### src/design/fspc_pkg.sv
/*
  Constants for the flash self-program control block.
  Assumes a 26-bit byte address space and a flash built of equal blocks.
*/
`default_nettype none
package fspc_pkg;
  localparam int ADDR_W = 26;
  localparam int BLK_SHIFT = 15;
  localparam logic [2:0] BOOT_AREA_BIT = 3'h4;
  localparam logic [ADDR_W-1:0] RAM_BASE_LARGE = 26'h3FFD800;
  localparam logic [ADDR_W-1:0] RAM_BASE_SMALL = 26'h3FFB000;
  localparam logic [ADDR_W-1:0] MASKABLE_OFS = 26'h0000004;
  localparam logic [ADDR_W-1:0] NMI_FLASH_VEC = 26'h0000010;
  localparam logic [ADDR_W-1:0] INT_FLASH_VEC = 26'h0000080;
  typedef enum logic [1:0] {FSPC_NORMAL, FSPC_EXT_PROG, FSPC_PROHIBITED} fspc_mode_t;
endpackage
`default_nettype wire

### src/design/fspc_ctrl.sv
/*
  Flash self-program control: mode pin capture, boot swap decode,
  fetch blocking, interrupt entry redirection and write protect.
  Assumes mode pins come from pads (synchronised here) and all core
  signals are on core_clk.
*/
// Contract
// - In external programming mode every pin not used for programming holds its reset state.
// - Boot swap exchanges blocks 0 to 3 with blocks 4 to 7.
// - No instruction fetch from flash is allowed while self-programming runs.
// - An NMI in self-programming status enters at the internal RAM start address.
// - A maskable interrupt in self-programming status enters at RAM start plus four.
// - The primary mode pin is sampled at reset release and must be 0 V for normal mode.
// - Flash writes are refused unless the primary mode pin is at supply level; the code refuses them only while self_prog_active is high.
// - Primary high with secondary low selects external programming; both high is prohibited.
`default_nettype none
module fspc_ctrl
  import fspc_pkg::*;
#(
  parameter bit LARGE_RAM = 1'b1
)
(
  // Clock and reset
  input wire logic core_clk,
  input wire logic reset,
  // Mode pins from pads
  input wire logic primary_mode_pin,
  input wire logic secondary_mode_pin,
  // Software control
  input wire logic self_prog_active,
  input wire logic swap_set,
  input wire logic swap_value,
  // Flash access from the core
  input wire logic flash_req,
  input wire logic flash_write,
  input wire logic flash_fetch,
  input wire logic [fspc_pkg::ADDR_W-1:0] flash_addr,
  // Interrupt entry requests
  input wire logic nmi_take,
  input wire logic int_take,
  // Outputs
  output logic flash_go,
  output logic flash_we,
  output logic [fspc_pkg::ADDR_W-1:0] flash_phys_addr,
  output logic fetch_blocked,
  output logic write_refused,
  output logic vec_valid,
  output logic [fspc_pkg::ADDR_W-1:0] vec_addr,
  output fspc_pkg::fspc_mode_t op_mode,
  output logic pins_hold_reset,
  output logic swap_state
);
  import fspc_pkg::*;

  logic [1:0] prim_sync, sec_sync;
  logic captured;
  logic next_captured;
  fspc_mode_t next_op_mode;
  logic next_pins_hold_reset, next_swap_state;
  logic next_flash_go, next_flash_we, next_fetch_blocked, next_write_refused;
  logic next_vec_valid;
  logic [ADDR_W-1:0] next_flash_phys_addr, next_vec_addr, ram_base;
  logic [ADDR_W-1:0] ram_int_entry;

  // Swap remap: flipping the top block-index bit exchanges the two boot areas
  function automatic logic [ADDR_W-1:0] swap_map(input logic [ADDR_W-1:0] a, input logic s);
    logic [ADDR_W-1:0] r;
    r = a;
    if (s && (a[ADDR_W-1:BLK_SHIFT+3] == '0))
    begin
      r[BLK_SHIFT+2:BLK_SHIFT] = a[BLK_SHIFT+2:BLK_SHIFT] ^ BOOT_AREA_BIT;
    end
    return r;
  endfunction

  assign ram_base = LARGE_RAM ? RAM_BASE_LARGE : RAM_BASE_SMALL;
  // Maskable entry sits one word above the NMI entry; both bases leave room for it
  assign ram_int_entry = ADDR_W'(ram_base + MASKABLE_OFS);

  // Pad synchronisers, kept out of reset so they carry the pin levels through it;
  // a cleared stage would make the capture edge always see normal mode.
  // Only the second stage is read by logic.
  always_ff @(posedge core_clk)
  begin
    prim_sync <= {prim_sync[0], primary_mode_pin};
    sec_sync <= {sec_sync[0], secondary_mode_pin};
  end

  // Next-state logic for mode capture and flash access control
  always_comb
  begin
    next_captured = 1'b1;
    next_op_mode = op_mode;
    next_swap_state = swap_state;
    if (!captured)
    begin
      // Mode chosen once, at the first edge after release
      if (!prim_sync[1])
        next_op_mode = FSPC_NORMAL;
      else if (!sec_sync[1])
        next_op_mode = FSPC_EXT_PROG;
      else
        next_op_mode = FSPC_PROHIBITED;
    end
    // Pins freeze at reset state unless plainly in normal mode
    next_pins_hold_reset = (next_op_mode != FSPC_NORMAL);
    if (swap_set)
      next_swap_state = swap_value;
    next_fetch_blocked = flash_req && flash_fetch && self_prog_active;
    next_write_refused = flash_req && flash_write && self_prog_active && !prim_sync[1];
    next_flash_go = flash_req && !next_fetch_blocked && !next_write_refused;
    next_flash_we = next_flash_go && flash_write;
    next_flash_phys_addr = swap_map(flash_addr, swap_state);
    // NMI wins over maskable entry
    next_vec_valid = nmi_take || int_take;
    if (nmi_take)
      next_vec_addr = self_prog_active ? ram_base : NMI_FLASH_VEC;
    else if (int_take)
      next_vec_addr = self_prog_active ? ram_int_entry : INT_FLASH_VEC;
    else
      next_vec_addr = vec_addr;
  end

  // Registers; swap state resets to unswapped, software restores it
  always_ff @(posedge core_clk or posedge reset)
  begin
    if (reset)
    begin
      captured <= 1'b0;
      op_mode <= FSPC_NORMAL;
      pins_hold_reset <= 1'b1;
      swap_state <= 1'b0;
      flash_go <= 1'b0;
      flash_we <= 1'b0;
      flash_phys_addr <= '0;
      fetch_blocked <= 1'b0;
      write_refused <= 1'b0;
      vec_valid <= 1'b0;
      vec_addr <= '0;
    end
    else
    begin
      captured <= next_captured;
      op_mode <= next_op_mode;
      pins_hold_reset <= next_pins_hold_reset;
      swap_state <= next_swap_state;
      flash_go <= next_flash_go;
      flash_we <= next_flash_we;
      flash_phys_addr <= next_flash_phys_addr;
      fetch_blocked <= next_fetch_blocked;
      write_refused <= next_write_refused;
      vec_valid <= next_vec_valid;
      vec_addr <= next_vec_addr;
    end
  end
endmodule
`default_nettype wire

### config.mk
export PLATFORM = sky130hd
export DESIGN_NAME = fspc_ctrl
export DESIGN_NICKNAME = d
export VERILOG_FILES = /design/src/design/fspc_pkg.sv /design/src/design/fspc_ctrl.sv
export SDC_FILE = /design/constraint.sdc
export NUM_CORES = 1
export LEC_CHECK = 0
export BUFFER_PORTS_ARGS = -buffer_cell sky130_fd_sc_hd__buf_2
export CELL_PAD_IN_SITES_DETAIL_PLACEMENT = 2
export CELL_PAD_IN_SITES_GLOBAL_PLACEMENT = 2
export CORE_MARGIN = 8
export CORE_UTILIZATION = 25
export CTS_CLUSTER_SIZE = 16
export DETAILED_ROUTE_END_ITERATION = 6
export GPL_ROUTABILITY_DRIVEN = 0
export PLACE_DENSITY_LB_ADDON = 0.1
export SLEW_MARGIN = 25
export SYNTH_ARGS = -nofsm -noshare
export SYNTH_HDL_FRONTEND = slang
export SYNTH_SLANG_ARGS = --single-unit
### constraint.sdc
create_clock -name core_clk -period 2.6 [get_ports core_clk]
set_input_delay 0.52 -clock core_clk [delete_from_list [all_inputs] [get_ports core_clk]]
set_output_delay 0.52 -clock core_clk [all_outputs]
set_load 0.1 [all_outputs]
### Yosys cells after proc, flatten, opt, wreduce, memory -nomap -nowiden

Cells that the tools add are included.

* add/subtract/negate cells: 0
* multiply operators: 0
* div/mod/pow operators: 0
* magnitude comparators: 0
* equality and inequality tests: 0
* shift-type cells: 0
* multiplexer cells: 8
* bitwise gates (word level): 1
* reductions and logical operators: 16

Operators by type and width (number)
* $mux 26: 4
* $logic_and 1x1->1: 9
* $logic_not 8->1: 1
* $mux 2: 3
* $reduce_bool 2->1: 2
* $logic_not 1->1: 3
* $mux 3: 1
* $logic_or 1x1->1: 1
* $not 1->1: 1

* flip-flop bits (word level): 66
* latch bits: 0
* RAM bits: 0
* memory bits (read-only): 0
* input bits: 38
* output and inout bits: 61
* word-level logic and storage cells: 38
* memories kept: 0

### Logic depth before layout (Yosys ltp)

* depth after elaboration: 6
* depth in mapped cells: 3
* depth with buffers taken out: 3

### Least setup slack after synthesis

Ideal clock, no wire load.

* path kind: reg-to-output
* start point: reg, netlist name vec_addr[24]
* end point: out vec_addr[12] (netlist bit)
* arrival time: 1535 ps
* required time: 2080 ps
* path slack: 545 ps
* cell stages (with the launch flop): 2
* path buffers: 1
* path through: dfrtp_1 -> buf_4

RTL lines
* to (decl): RTL line fspc_ctrl.sv:48 `output logic [fspc_pkg::ADDR_W-1:0] vec_addr,`

==> results.json <==
{
  "status": "completed",
  "setup_ws_ns": 0.7752,
  "cts_setup_buffers": 0,
  "hold_path.class": "input port to asynchronous set/reset pin",
  "via_count": 987,
  "total_power_w": 0.001700,
  "antenna_found_initial": 1,
  "worst-path-buf-inv": 1,
  "worstPathArrival_ns": 1.30,
  "die_x_um": 91.57,
  "endpoint_kind": "output port",
  "hold_buffers": 0,
  "power_switching_w": 0.0007293,
  "netlist_instances": 95,
  "setup_tns_ns": 0,
  "pwr-share-comb": 0.334,
  "layout_common_cells": "89 x buf_2, 39 x dfrtp_1, 10 x conb_1, 5 x clkbuf_8",
  "report.final.slew_viol_count": 0,
  "core_area_sq_mm": 0.005507,
  "peakVddDrop_mv": 0.2800,
  "vias_per_cell": 3.917,
  "p_int_w": 0.0009704,
  "cp_cell_sequence": "buf_2",
  "pwr-share-seq": 0.434,
  "cp_max_fo": 15,
  "grt_start_max_net_pins": 25,
  "relSlewSlack": 0.6618,
  "cp.required_ns": 2.08,
  "num-fill-cells": 613,
  "start_util": 0.2593,
  "clk_path_buf_depth": 2,
  "critical-path-max-stage-delay_ns": 0.52,
  "period_share": 0.7018,
  "layout-drive-gt1-share": 0.5754,
  "pre_cts_slack_ns": 1.066,
  "critPathLaunch": "vec_addr[24]",
  "final_antenna_net_count": 0,
  "grt_use_total": 0.09816,
  "cts_htree_levels": 2,
  "cts_tree": "built",
  "r2r_cells": 3,
  "layout.nets": 217,
  "ys_ff_latch": 44,
  "criticalPathCategory": "flop to output port",
  "p_leak_nw": 1.027,
  "reg2reg_to": "flash_we",
  "drc": 0,
  "grt_pass1_vias": 1206,
  "max_freq_mhz": 548.0,
  "hpwl_mm": 3.335,
  "placedInstanceArea_sq_mm": 0.001843,
  "die_h_um": 91.57,
  "rows": 27,
  "start_kind": "flop",
  "layout_commonest_cell": "buf_2",
  "yosysSeqAreaShare": 0.7581,
  "yosys_warnings": 0,
  "clk_latency_ns": 0.29,
  "hold_viol_final": 0,
  "first_pass_iters": 3,
  "rrSetupSlack_ns": 1.65,
  "path_clk_slew_ns": 0.08,
  "swShare": 0.4291,
  "rr_startpoint": "prim_sync[1]",
  "design.die.area_sq_mm": 0.008384,
  "finalSetupViolCount": 0,
  "cap_violations": 0,
  "syn_area_sq_mm": 0.001428,
  "yosys.cell_types.count": 22,
  "crit_slowest_cell": "dfrtp_1",
  "cts.sinks": 44,
  "fin_area_sq_mm": 0.001923,
  "clockPowerShare": 0.231,
  "tightest_slew_ns": 0.5108,
  "cts_root_buffer": "clkbuf_8",
  "cts_resized": 0,
  "post-route-min-period_ns": 1.825,
  "drt-total-wl_mm": 3.945,
  "critPathTopFamily": "flip-flops",
  "wl_per_cell_um": 15.65,
  "rsz0062_at_grt": "false",
  "worst-path-stages": 1,
  "cts_buffers": 5,
  "finClkSkew_ns": 0.003749,
  "drt_iter0_drc": 3,
  "gr-total-overflow": 0,
  "grt_pass1_wl_mm": 6.320,
  "synth.avg_cell_area_sq_um": 15.03,
  "io_buffers": 89,
  "power.density_mw_per_mm2": 883.9,
  "endpoint": "vec_addr[23]",
  "syn2layout_area_growth_pct": 34.71,
  "io_pins": 99
}
## cell families after synthesis
logic type      share of synthesized area
compound gates                    0.01577
xor+xnor                         0.006136
buf+inv                            0.1262
flops                              0.7581
mux                               0.02279
other cells                      0.005261
simple gates                      0.06573
## per-stage QoR
stage	hold slack (ns)	utilization	cells
floorplan	0.3096	-	103
global placement	0.3113	0.3347	244
detailed placement	0.3132	0.3347	244
CTS	0.2621	0.3488	251
global route	0.2747	0.3492	252
finish	0.2550	0.3492	252
## metal layers
metal	up-vias	global-route usage	routed length (um)
met3	6	0.06667	581
met1	486	0.08346	1168
met2	57	0.1741	2124
met4	0	0.04093	71
li1	438	-	-
met5	-	0	0
## Yosys cell counts
cell	n	area share
dfrtp_1	39	0.68
buf_4	22	0.12
dfxtp_1	4	0.056
inv_1	4	0.011
nand2_1	3	0.0079
nor2_1	3	0.0079
o21ai_0	3	0.011
conb_1	2	0.0053
mux2_2	2	0.016
a211oi_1	1	0.0053
and2_1	1	0.0044
and3_2	1	0.0053
and4b_4	1	0.0096
dfstp_2	1	0.018
mux2i_1	1	0.0070
nand2b_1	1	0.0044
nand3_1	1	0.0035
nand4b_1	1	0.0061
nor3_1	1	0.0035
nor3b_2	1	0.0088
nor4_1	1	0.0044
xnor2_1	1	0.0061
## sequential cells by signal, indices dropped and copies added, names as in the netlist, 2 cells and up
register         flops
flash_phys_addr     26
op_mode              2
prim_sync            2
sec_sync             2
vec_addr             4
## power by group through the flow
stage	registers, W	logic (W)	clock network, W
6_report	0.000738	0.000568	0.000393
5_1_grt	0.000743	0.000586	0.000441
4_1_cts	0.000739	0.000573	0.000417
3_5_place_dp	0.000753	0.000573	0
3_3_place_gp	0.000750	0.000570	0
2_1_floorplan	0.00101	0.000248	0
## worst min path at each step
stage                                     to  cells past startpoint         start
after floorplan                 prim_sync[1]                      0  prim_sync[0]
after global placement           sec_sync[1]                      0   sec_sync[0]
after detailed placement         sec_sync[1]                      0   sec_sync[0]
after CTS                 flash_phys_addr[3]                      3         reset
after global routing      flash_phys_addr[3]                      3         reset
final                               captured                      3         reset
## layout make-up
cell class	instances	area, sq um	area share
tap	72	90.09	0.04684
timing repair buffer	91	460.4	0.2394
sequential	44	1082	0.5628
clock buffer	6	72.57	0.03774
multi-input combinational	33	195.2	0.1015
antenna	1	2.502	0.001301
inverter	4	15.01	0.007807
clock inverter	1	5.005	0.002602
No activity file was read; power rests on OpenSTA's default activity.
